[src/rtl/pwr_seq_defines.vh]
// Operation
// - Eleven operating modes, current mode held
// - Reset leaves chip in normal run
// - Each run mode has wait and stop
// - Wait-for-interrupt enters configured wait or stop
// - Pin output states held in every mode except normal and low-power run
// - Normal wait: core sleeps, interrupt wakes
// - Normal stop: peripheral clock off, fast clock on, detect on, async wake
// - Low-power run: detect off, slow flash, 4 MHz
// - Low-power wait: core asleep, fast clock on
// - Low-power stop: clocks off, SRAM kept, async wake
// - Leakage stop: state kept, wake unit wakes
// - Level three keeps both SRAM regions
// - Level two keeps part of upper SRAM
// - Level one keeps only two register files
// - Level wake goes through reset, flag set
// - Battery-only powers only backup domain
`ifndef PWR_SEQ_DEFINES_VH
`define PWR_SEQ_DEFINES_VH
`define MODE_RUN 4'h0
`define MODE_WAIT 4'h1
`define MODE_STOP 4'h2
`define MODE_VLP_RUN 4'h3
`define MODE_VLP_WAIT 4'h4
`define MODE_VLP_STOP 4'h5
`define MODE_LL_STOP 4'h6
`define MODE_LVL3 4'h7
`define MODE_LVL2 4'h8
`define MODE_LVL1 4'h9
`define MODE_BAT 4'hA
`define TGT_STOP 3'h0
`define TGT_LL_STOP 3'h1
`define TGT_LVL3 3'h2
`define TGT_LVL2 3'h3
`define TGT_LVL1 3'h4
`define TGT_BAT 3'h5
`define ADDR_CTRL 4'h0
`define ADDR_STAT 4'h1
`define ADDR_IRQ_STAT 4'h2
`define ADDR_IRQ_MASK 4'h3
`define CTRL_RESET 8'h00
`define CTRL_VLP_BIT 0
`define CTRL_DEEP_BIT 1
`define CTRL_TGT_LSB 2
`define CTRL_WAIT_BIT 5
`define EV_ENTER_BIT 0
`define EV_WAKE_BIT 1
`define EV_RESETWAKE_BIT 2
`define EV_REJECT_BIT 3
`define CORE_CLK_HZ 20000000
`define FLASH_SLOW_HZ 1000000
`define VLP_CLK_HZ 4000000
`define FLASH_DIV (`CORE_CLK_HZ / `FLASH_SLOW_HZ)
`define VLP_DIV (`CORE_CLK_HZ / `VLP_CLK_HZ)
`endif

[src/rtl/power_mode_controller.v]
`include "pwr_seq_defines.vh"
`default_nettype none
module power_mode_controller (
  input wire clk_i,
  input wire rst_i,
  input wire ce_i,
  input wire cyc_i,
  input wire stb_i,
  input wire we_i,
  input wire [3:0] adr_i,
  input wire [3:0] sel_i,
  input wire [31:0] dat_i,
  output reg [31:0] dat_o,
  output reg ack_o,
  output reg irq_o,
  input wire wait_for_interrupt_instr_i,
  input wire irq_pending_i,
  input wire async_wake_i,
  input wire leakage_wake_i,
  input wire power_good_i,
  output reg [3:0] mode_o,
  output reg core_sleep_o,
  output reg core_deep_o,
  output reg periph_clk_on_o,
  output reg fast_clk_on_o,
  output reg low_voltage_detect_on_o,
  output reg nested_irq_on_o,
  output reg async_wakeup_on_o,
  output reg leakage_wakeup_on_o,
  output reg regulator_low_o,
  output reg sram_l_on_o,
  output reg sram_u_on_o,
  output reg sram_u_part_o,
  output reg regfile_on_o,
  output reg main_power_o,
  output reg pin_hold_o,
  output reg flash_slow_o,
  output reg slow_clk_en_o,
  output reg wake_reset_o,
  output reg wake_flag_o
);
  reg [3:0] mode_q;
  reg [3:0] mode_d;
  reg [7:0] ctrl_q;
  reg [3:0] ev_q;
  reg [3:0] ev_d;
  reg [3:0] mask_q;
  reg [3:0] ev_set;
  reg [2:0] pg_q;
  reg [2:0] aw_q;
  reg [2:0] lw_q;
  reg [4:0] fdiv_q;
  reg [2:0] vdiv_q;
  reg wflag_q;
  wire pg_s = pg_q[2] & pg_q[1];
  wire aw_s = aw_q[2] & aw_q[1];
  wire lw_s = lw_q[2] & lw_q[1];
  wire vlp = ctrl_q[`CTRL_VLP_BIT];
  wire [2:0] tgt = ctrl_q[`CTRL_TGT_LSB+2:`CTRL_TGT_LSB];
  wire wr = cyc_i & stb_i & we_i & ~ack_o;
  wire p_sleep, p_deep, p_pclk, p_fast_core_clock, p_lvd, p_nested_irq_controller, p_async_wakeup_irq_unit, p_leakage_wakeup_unit;
  wire p_reg, p_sl, p_su, p_sup, p_rf, p_main;

  mode_policy u_policy (
    .mode_i(mode_q),
    .core_sleep_o(p_sleep),
    .core_deep_o(p_deep),
    .periph_clk_on_o(p_pclk),
    .fast_clk_on_o(p_fast_core_clock),
    .lvd_on_o(p_lvd),
    .nested_irq_controller_on_o(p_nested_irq_controller),
    .async_wakeup_irq_unit_on_o(p_async_wakeup_irq_unit),
    .leakage_wakeup_unit_on_o(p_leakage_wakeup_unit),
    .reg_low_power_o(p_reg),
    .sram_l_on_o(p_sl),
    .sram_u_on_o(p_su),
    .sram_u_part_o(p_sup),
    .regfile_on_o(p_rf),
    .main_power_o(p_main)
  );

  // Next mode; wake sources are sampled only in the modes that own them
  always @* begin
    mode_d = mode_q;
    ev_set = 4'h0;
    case (mode_q)
      `MODE_RUN, `MODE_VLP_RUN: begin
        if (wait_for_interrupt_instr_i) begin
          ev_set[`EV_ENTER_BIT] = 1'b1;
          if (ctrl_q[`CTRL_WAIT_BIT]) begin
            mode_d = vlp ? `MODE_VLP_WAIT : `MODE_WAIT;
          end else if (vlp) begin
            if (tgt == `TGT_STOP) begin
              mode_d = `MODE_VLP_STOP;
            end else if (tgt == `TGT_BAT) begin
              mode_d = `MODE_BAT;
            end else if (tgt > `TGT_BAT) begin
              // Unused target codes would land outside the mode table
              ev_set[`EV_REJECT_BIT] = 1'b1;
              ev_set[`EV_ENTER_BIT] = 1'b0;
            end else begin
              mode_d = `MODE_LL_STOP + {1'b0, tgt} - 4'h1;
            end
          end else begin
            case (tgt)
              `TGT_STOP: mode_d = `MODE_STOP;
              `TGT_LL_STOP: mode_d = `MODE_LL_STOP;
              `TGT_LVL3: mode_d = `MODE_LVL3;
              `TGT_LVL2: mode_d = `MODE_LVL2;
              `TGT_LVL1: mode_d = `MODE_LVL1;
              `TGT_BAT: mode_d = `MODE_BAT;
              default: begin
                mode_d = mode_q;
                ev_set[`EV_REJECT_BIT] = 1'b1;
                ev_set[`EV_ENTER_BIT] = 1'b0;
              end
            endcase
          end
        end else if (mode_q == `MODE_RUN && vlp) begin
          mode_d = `MODE_VLP_RUN;
        end else if (mode_q == `MODE_VLP_RUN && !vlp) begin
          mode_d = `MODE_RUN;
        end
      end
      `MODE_WAIT, `MODE_VLP_WAIT: begin
        if (irq_pending_i) begin
          mode_d = (mode_q == `MODE_WAIT) ? `MODE_RUN : `MODE_VLP_RUN;
          ev_set[`EV_WAKE_BIT] = 1'b1;
        end
      end
      `MODE_STOP, `MODE_VLP_STOP: begin
        if (aw_s) begin
          mode_d = (mode_q == `MODE_STOP) ? `MODE_RUN : `MODE_VLP_RUN;
          ev_set[`EV_WAKE_BIT] = 1'b1;
        end
      end
      `MODE_LL_STOP: begin
        if (lw_s) begin
          mode_d = `MODE_RUN;
          ev_set[`EV_WAKE_BIT] = 1'b1;
        end
      end
      `MODE_LVL3, `MODE_LVL2, `MODE_LVL1: begin
        if (lw_s) begin
          mode_d = `MODE_RUN;
          ev_set[`EV_RESETWAKE_BIT] = 1'b1;
        end
      end
      `MODE_BAT: begin
        if (pg_s) begin
          mode_d = `MODE_RUN;
          ev_set[`EV_RESETWAKE_BIT] = 1'b1;
        end
      end
      default: mode_d = `MODE_RUN;
    endcase
  end

  // Set beats write-one-to-clear in the same cycle
  always @* begin
    ev_d = ev_q;
    if (wr && adr_i == `ADDR_IRQ_STAT && sel_i[0]) begin
      ev_d = ev_q & ~dat_i[3:0];
    end
    ev_d = ev_d | ev_set;
  end

  always @(posedge clk_i) begin
    if (rst_i) begin
      mode_q <= `MODE_RUN;
      ctrl_q <= `CTRL_RESET;
      ev_q <= 4'h0;
      mask_q <= 4'h0;
      pg_q <= 3'h0;
      aw_q <= 3'h0;
      lw_q <= 3'h0;
      fdiv_q <= 5'h00;
      vdiv_q <= 3'h0;
      wflag_q <= 1'b0;
      ack_o <= 1'b0;
      dat_o <= 32'h0000_0000;
      irq_o <= 1'b0;
    end else if (ce_i) begin
      pg_q <= {pg_q[1:0], power_good_i};
      aw_q <= {aw_q[1:0], async_wake_i};
      lw_q <= {lw_q[1:0], leakage_wake_i};
      mode_q <= mode_d;
      ev_q <= ev_d;
      irq_o <= |(ev_d & mask_q);
      if (ev_set[`EV_RESETWAKE_BIT] && mode_q != `MODE_BAT) begin
        wflag_q <= 1'b1;
      end else if (mode_q == `MODE_RUN && irq_pending_i) begin
        wflag_q <= 1'b0;
      end
      // Divider counters only run while the slow strobes are wanted
      if (!p_reg) begin
        fdiv_q <= 5'h00;
        vdiv_q <= 3'h0;
      end else begin
        if (fdiv_q == `FLASH_DIV - 1) begin
          fdiv_q <= 5'h00;
        end else begin
          fdiv_q <= fdiv_q + 5'h01;
        end
        if (vdiv_q == `VLP_DIV - 1) begin
          vdiv_q <= 3'h0;
        end else begin
          vdiv_q <= vdiv_q + 3'h1;
        end
      end
      ack_o <= cyc_i & stb_i & ~ack_o;
      dat_o <= 32'h0000_0000;
      if (cyc_i && stb_i && !ack_o) begin
        if (we_i) begin
          if (adr_i == `ADDR_CTRL && sel_i[0]) begin
            ctrl_q <= dat_i[7:0];
          end
          if (adr_i == `ADDR_IRQ_MASK && sel_i[0]) begin
            mask_q <= dat_i[3:0];
          end
        end else begin
          case (adr_i)
            `ADDR_CTRL: dat_o <= {24'h000000, ctrl_q};
            `ADDR_STAT: dat_o <= {27'h0000000, wflag_q, mode_q};
            `ADDR_IRQ_STAT: dat_o <= {28'h0000000, ev_q};
            `ADDR_IRQ_MASK: dat_o <= {28'h0000000, mask_q};
            default: dat_o <= 32'h0000_0000;
          endcase
        end
      end
    end
  end

  // Controls follow the registered mode one cycle later; the slow strobes and wake flag also move between transitions
  always @(posedge clk_i) begin
    if (rst_i) begin
      mode_o <= `MODE_RUN;
      core_sleep_o <= 1'b0;
      core_deep_o <= 1'b0;
      periph_clk_on_o <= 1'b1;
      fast_clk_on_o <= 1'b1;
      low_voltage_detect_on_o <= 1'b1;
      nested_irq_on_o <= 1'b1;
      async_wakeup_on_o <= 1'b0;
      leakage_wakeup_on_o <= 1'b0;
      regulator_low_o <= 1'b0;
      sram_l_on_o <= 1'b1;
      sram_u_on_o <= 1'b1;
      sram_u_part_o <= 1'b0;
      regfile_on_o <= 1'b1;
      main_power_o <= 1'b1;
      pin_hold_o <= 1'b0;
      flash_slow_o <= 1'b0;
      slow_clk_en_o <= 1'b0;
      wake_reset_o <= 1'b0;
      wake_flag_o <= 1'b0;
    end else if (ce_i) begin
      mode_o <= mode_q;
      core_sleep_o <= p_sleep;
      core_deep_o <= p_deep;
      periph_clk_on_o <= p_pclk;
      fast_clk_on_o <= p_fast_core_clock;
      low_voltage_detect_on_o <= p_lvd;
      nested_irq_on_o <= p_nested_irq_controller;
      async_wakeup_on_o <= p_async_wakeup_irq_unit;
      leakage_wakeup_on_o <= p_leakage_wakeup_unit;
      regulator_low_o <= p_reg;
      sram_l_on_o <= p_sl;
      sram_u_on_o <= p_su;
      sram_u_part_o <= p_sup;
      regfile_on_o <= p_rf;
      main_power_o <= p_main;
      // Pins freeze in any mode other than normal run and low-power run
      pin_hold_o <= (mode_q != `MODE_RUN) && (mode_q != `MODE_VLP_RUN);
      flash_slow_o <= p_reg && (fdiv_q == 5'h00);
      slow_clk_en_o <= p_reg && (vdiv_q == 3'h0);
      wake_reset_o <= ev_set[`EV_RESETWAKE_BIT];
      wake_flag_o <= wflag_q;
    end
  end
endmodule
`default_nettype wire

[src/rtl/mode_policy.v]
`include "pwr_seq_defines.vh"
`default_nettype none
module mode_policy (
  input wire [3:0] mode_i,
  output reg core_sleep_o,
  output reg core_deep_o,
  output reg periph_clk_on_o,
  output reg fast_clk_on_o,
  output reg lvd_on_o,
  output reg nested_irq_controller_on_o,
  output reg async_wakeup_irq_unit_on_o,
  output reg leakage_wakeup_unit_on_o,
  output reg reg_low_power_o,
  output reg sram_l_on_o,
  output reg sram_u_on_o,
  output reg sram_u_part_o,
  output reg regfile_on_o,
  output reg main_power_o
);
  always @* begin
    core_sleep_o = 1'b0;
    core_deep_o = 1'b0;
    periph_clk_on_o = 1'b1;
    fast_clk_on_o = 1'b1;
    lvd_on_o = 1'b1;
    nested_irq_controller_on_o = 1'b1;
    async_wakeup_irq_unit_on_o = 1'b0;
    leakage_wakeup_unit_on_o = 1'b0;
    reg_low_power_o = 1'b0;
    sram_l_on_o = 1'b1;
    sram_u_on_o = 1'b1;
    sram_u_part_o = 1'b0;
    regfile_on_o = 1'b1;
    main_power_o = 1'b1;
    case (mode_i)
      `MODE_RUN: begin
      end
      `MODE_WAIT: begin
        core_sleep_o = 1'b1;
      end
      `MODE_STOP: begin
        core_sleep_o = 1'b1;
        core_deep_o = 1'b1;
        periph_clk_on_o = 1'b0;
        nested_irq_controller_on_o = 1'b0;
        async_wakeup_irq_unit_on_o = 1'b1;
      end
      `MODE_VLP_RUN: begin
        lvd_on_o = 1'b0;
        reg_low_power_o = 1'b1;
      end
      `MODE_VLP_WAIT: begin
        core_sleep_o = 1'b1;
        lvd_on_o = 1'b0;
        reg_low_power_o = 1'b1;
      end
      `MODE_VLP_STOP: begin
        core_sleep_o = 1'b1;
        core_deep_o = 1'b1;
        periph_clk_on_o = 1'b0;
        fast_clk_on_o = 1'b0;
        lvd_on_o = 1'b0;
        nested_irq_controller_on_o = 1'b0;
        async_wakeup_irq_unit_on_o = 1'b1;
        reg_low_power_o = 1'b1;
      end
      `MODE_LL_STOP, `MODE_LVL3, `MODE_LVL2, `MODE_LVL1: begin
        core_sleep_o = 1'b1;
        core_deep_o = 1'b1;
        periph_clk_on_o = 1'b0;
        fast_clk_on_o = 1'b0;
        lvd_on_o = 1'b0;
        nested_irq_controller_on_o = 1'b0;
        leakage_wakeup_unit_on_o = 1'b1;
        reg_low_power_o = 1'b1;
        if (mode_i == `MODE_LVL2) begin
          sram_l_on_o = 1'b0;
          sram_u_on_o = 1'b0;
          sram_u_part_o = 1'b1;
        end
        if (mode_i == `MODE_LVL1) begin
          sram_l_on_o = 1'b0;
          sram_u_on_o = 1'b0;
        end
      end
      `MODE_BAT: begin
        core_sleep_o = 1'b1;
        core_deep_o = 1'b1;
        periph_clk_on_o = 1'b0;
        fast_clk_on_o = 1'b0;
        lvd_on_o = 1'b0;
        nested_irq_controller_on_o = 1'b0;
        sram_l_on_o = 1'b0;
        sram_u_on_o = 1'b0;
        regfile_on_o = 1'b0;
        main_power_o = 1'b0;
      end
      default: begin
      end
    endcase
  end
endmodule
`default_nettype wire

[config.mk]
export PLATFORM = sky130hd
export DESIGN_NAME = power_mode_controller
export DESIGN_NICKNAME = d
export VERILOG_FILES = /design/src/rtl/power_mode_controller.v /design/src/rtl/mode_policy.v
export VERILOG_INCLUDE_DIRS = /design/src /design/src/rtl
export SDC_FILE = /design/constraint.sdc
export NUM_CORES = 1
export LEC_CHECK = 0
export ABC_AREA = 1
export BUFFER_PORTS_ARGS = -buffer_cell sky130_fd_sc_hd__buf_2
export CAP_MARGIN = 20
export CORE_MARGIN = 3
export CORE_UTILIZATION = 28
export CTS_BUF_LIST = sky130_fd_sc_hd__clkbuf_4 sky130_fd_sc_hd__clkbuf_8 sky130_fd_sc_hd__clkbuf_16
export CTS_CLUSTER_SIZE = 10
export DETAILED_ROUTE_END_ITERATION = 12
export HOLD_SLACK_MARGIN = 0.12
export PLACE_DENSITY = 0.48
export SYNTH_ARGS = -nofsm -noshare
export SYNTH_HDL_FRONTEND = slang
export SYNTH_HIERARCHICAL = 1
export SYNTH_SLANG_ARGS = --single-unit
[constraint.sdc]
create_clock -name clk_i -period 1.85 [get_ports clk_i]
set_input_delay 0.185 -clock clk_i [delete_from_list [all_inputs] [get_ports clk_i]]
set_output_delay 0.185 -clock clk_i [all_outputs]
set_load 0.01 [all_outputs]
==> metrics.cfg <==
[synth]
synth_area_per_cell_um2=6.83
syn-cell-area_um2=3860
async_reset_ff_share_pct=0
ys.warnings.count=6
synth-seq-cells=71
synth_edf_count=0
ys_seq_area_share_pct=36.8
synth.distinct_cells=34
syn_inst=565
synthFlopType=dfxtp_1

[min_path]
min_from=dat_i[0]
hold_path_depth=3
hold_path_end=mask_q[0]
min_path_type=in2reg

[die]
die-area_um2=15200
die_h_um=123
dieWidth_um=123
initial_core_util_pct=28.9
rows=42
io_pins=108
coreArea_um2=13300

[cts]
clock_path_buffers=2
numCtsBuffers=9
cts_tree=built
cts_max_level=3
clk_latency_ns=0.33
path_clk_slew_ns=0.06
postCtsSetupRepairBufs=0
clkSinkCount=71
ctsRootBufferMaster=clkbuf_16

[timing]
fin_ws_ns=0.241
setup_violations=0
finalHoldViolCount=0
timing.fmax_mhz=621
slew_viol_final=0
slew_headroom_pct=66.2
worst_pin_slew_ns=0.507
hold_slack_ns=0.154
period_minus_slack_ns=1.61
post-route-period-util_pct=87.0
rsz0062_at_grt=false
skew_ns=0.00674
tns_ns=0

[power_and_ir_drop]
power_frac_seq_pct=34.0
switchingPower_mw=1.82
p_leak_nw=2.15
power.share.clock_pct=34.2
power_density_nw_per_um2=1130
finalPower_mw=5.25
combPwrFrac_pct=31.7
ir_drop_v=0.000411
intPower_mw=3.44
switching_share_pct=34.6

[global_route]
top_usage_layer=met2
gr-usage-met1_pct=17.4
grtUsageMet2_pct=21.0
use_met3_pct=3.52
groute.usage.overall_pct=13.2
grt_start_max_net_pins=51
antenna_found_initial=0
grt_remaining_overflow=0
grt_first_pass_wirelength_um=15800
grt_pass1_vias=3308

[finish]
layout-drive-gt1-share_pct=20.3
nets=689
finalNonFillerCells=810
fillers=1481
most-common-layout-cells=nand2_1, dfxtp_1, nor2_1
postLayoutCoreUtil_pct=34.8
n_antenna_cell=0
layout_commonest_cell=nand2_1
synthToLayoutAreaGrowth_pct=20.4
fin_area_um2=4650

[setup_path]
rr_worst_depth=9
worstReg2RegEnd=vdiv_q[0]
critPathMaxFanout=7
critPathKind=reg2reg
cp-startpoint=mode_q[0]
arrival_ns=1.87
endpoint_kind=flip-flop
startpoint_type=flip-flop
worstPathRequired_ns=2.11
ff2ff_setup_slack_ns=0.24
timing.rr.start=mode_q[0]

[drt]
drt-initial-drc-count=152
post_drt_wl_per_cell_um=11.9
routed_wl_um=9660
firstDrtPassIters=4
vias=3560
detail-route-antenna-nets=0
avgViaCountPerCell=4.40
drc_errors=0

[job]
cap_violations=0

[placement]
placed_area_um2=4250
place_ws_ns=0.150
port_buffers=56
dp_cells=786
place.gp.congestion=0.887
hpwl_um=7190

[status]
outcome=completed

## kinds of logic (layout without fill, tap and decap cells)
logic type               count (synthesis)  count (layout)  synth area share [%]
flip-flops                              71              71                  36.8
other                                    1              24                0.0972
adder cells (fa/ha/maj)                  9               9                  2.92
XOR/XNOR                                 2               2                 0.454
buffers and inverters                  107             153                  13.3
AND/OR/NAND/NOR                        256             256                  30.2
AO/OA/AOI/OAI                          119             119                  16.2
## synthesized netlist by cell type, types with 3 or more instances
| library cell | number | area (um^2) |
|---|---|---|
| a21oi_1 | 51 | 255 |
| buf_4 | 29 | 218 |
| clkbuf_1 | 13 | 48.8 |
| dfxtp_1 | 71 | 1420 |
| ha_1 | 9 | 113 |
| inv_1 | 51 | 191 |
| inv_2 | 11 | 41.3 |
| nand2_1 | 127 | 477 |
| nand2_2 | 10 | 62.6 |
| nand3_1 | 31 | 155 |
| nand3_2 | 3 | 30.0 |
| nand4_1 | 3 | 18.8 |
| nor2_1 | 59 | 221 |
| nor2_2 | 8 | 50.1 |
| nor2_4 | 6 | 67.6 |
| o21ai_0 | 47 | 235 |
| o21ai_1 | 6 | 30.0 |
| o22ai_1 | 8 | 50.1 |
## worst max path at each step
stage                           end  cells past startpoint  slack, ns
final                     vdiv_q[0]                      9       0.24
after global routing      vdiv_q[0]                      9       0.04
after CTS                 mode_q[3]                     10       0.16
after detailed placement  fdiv_q[2]                      8       0.15
after global placement        irq_o                     14       0.20
after floorplan           fdiv_q[2]                      8       0.23
## power groups by stage
stage | sequential, mW | combinational (mW) | clock [mW]
2_1_floorplan | 1.89 | 1.21 | 0
4_1_cts | 1.79 | 1.70 | 1.85
5_1_grt | 1.81 | 1.91 | 1.91
6_report | 1.79 | 1.67 | 1.80
3_5_place_dp | 1.82 | 1.67 | 0
3_3_place_gp | 1.82 | 1.66 | 0
## repair_timing
item                                    in CTS  in global routing
endpoints found under the setup margin       0                  6
hold endpoints to repair                     8                  0
hold buffers                                 8                  0
resized for setup                            0                  2
## worst max-delay path, stage by stage (launching register included)
cell	delay, ns
dfxtp_1	0.45
nand2_2	0.10
nand2_1	0.07
nand2_1	0.07
nand2_1	0.12
nand2_1	0.12
buf_4	0.17
a21oi_1	0.19
o21ai_0	0.11
a21oi_1	0.14
## layout make-up
| type | count | area (um^2) | area share (%) |
|---|---|---|---|
| multi-input cells | 410 | 2010 | 43.3 |
| flip-flops and latches | 71 | 1420 | 30.6 |
| repair buffers | 75 | 443 | 9.53 |
| clock buffers | 13 | 274 | 5.90 |
| inverters | 62 | 233 | 5.01 |
| well taps | 176 | 220 | 4.74 |
| clock inverters | 3 | 40.0 | 0.862 |
## metal layers
layer | wire length [um] | up-vias | share of wire [%]
li1 | - | 1901 | -
met1 | 4650 | 1558 | 48
met2 | 4260 | 84 | 44
met3 | 608 | 17 | 6.3
met4 | 137 | 0 | 1.4
met5 | 0 | - | 0
## sequential cells by signal, indices dropped and copies added, names as in the netlist, 3 cells and up
register  flops
aw_q          3
ctrl_q        8
dat_o         8
ev_q          4
fdiv_q        5
lw_q          3
mask_q        4
mode_o        4
mode_q        4
pg_q          3
vdiv_q        3
Power figures use the tool's default switching activity.
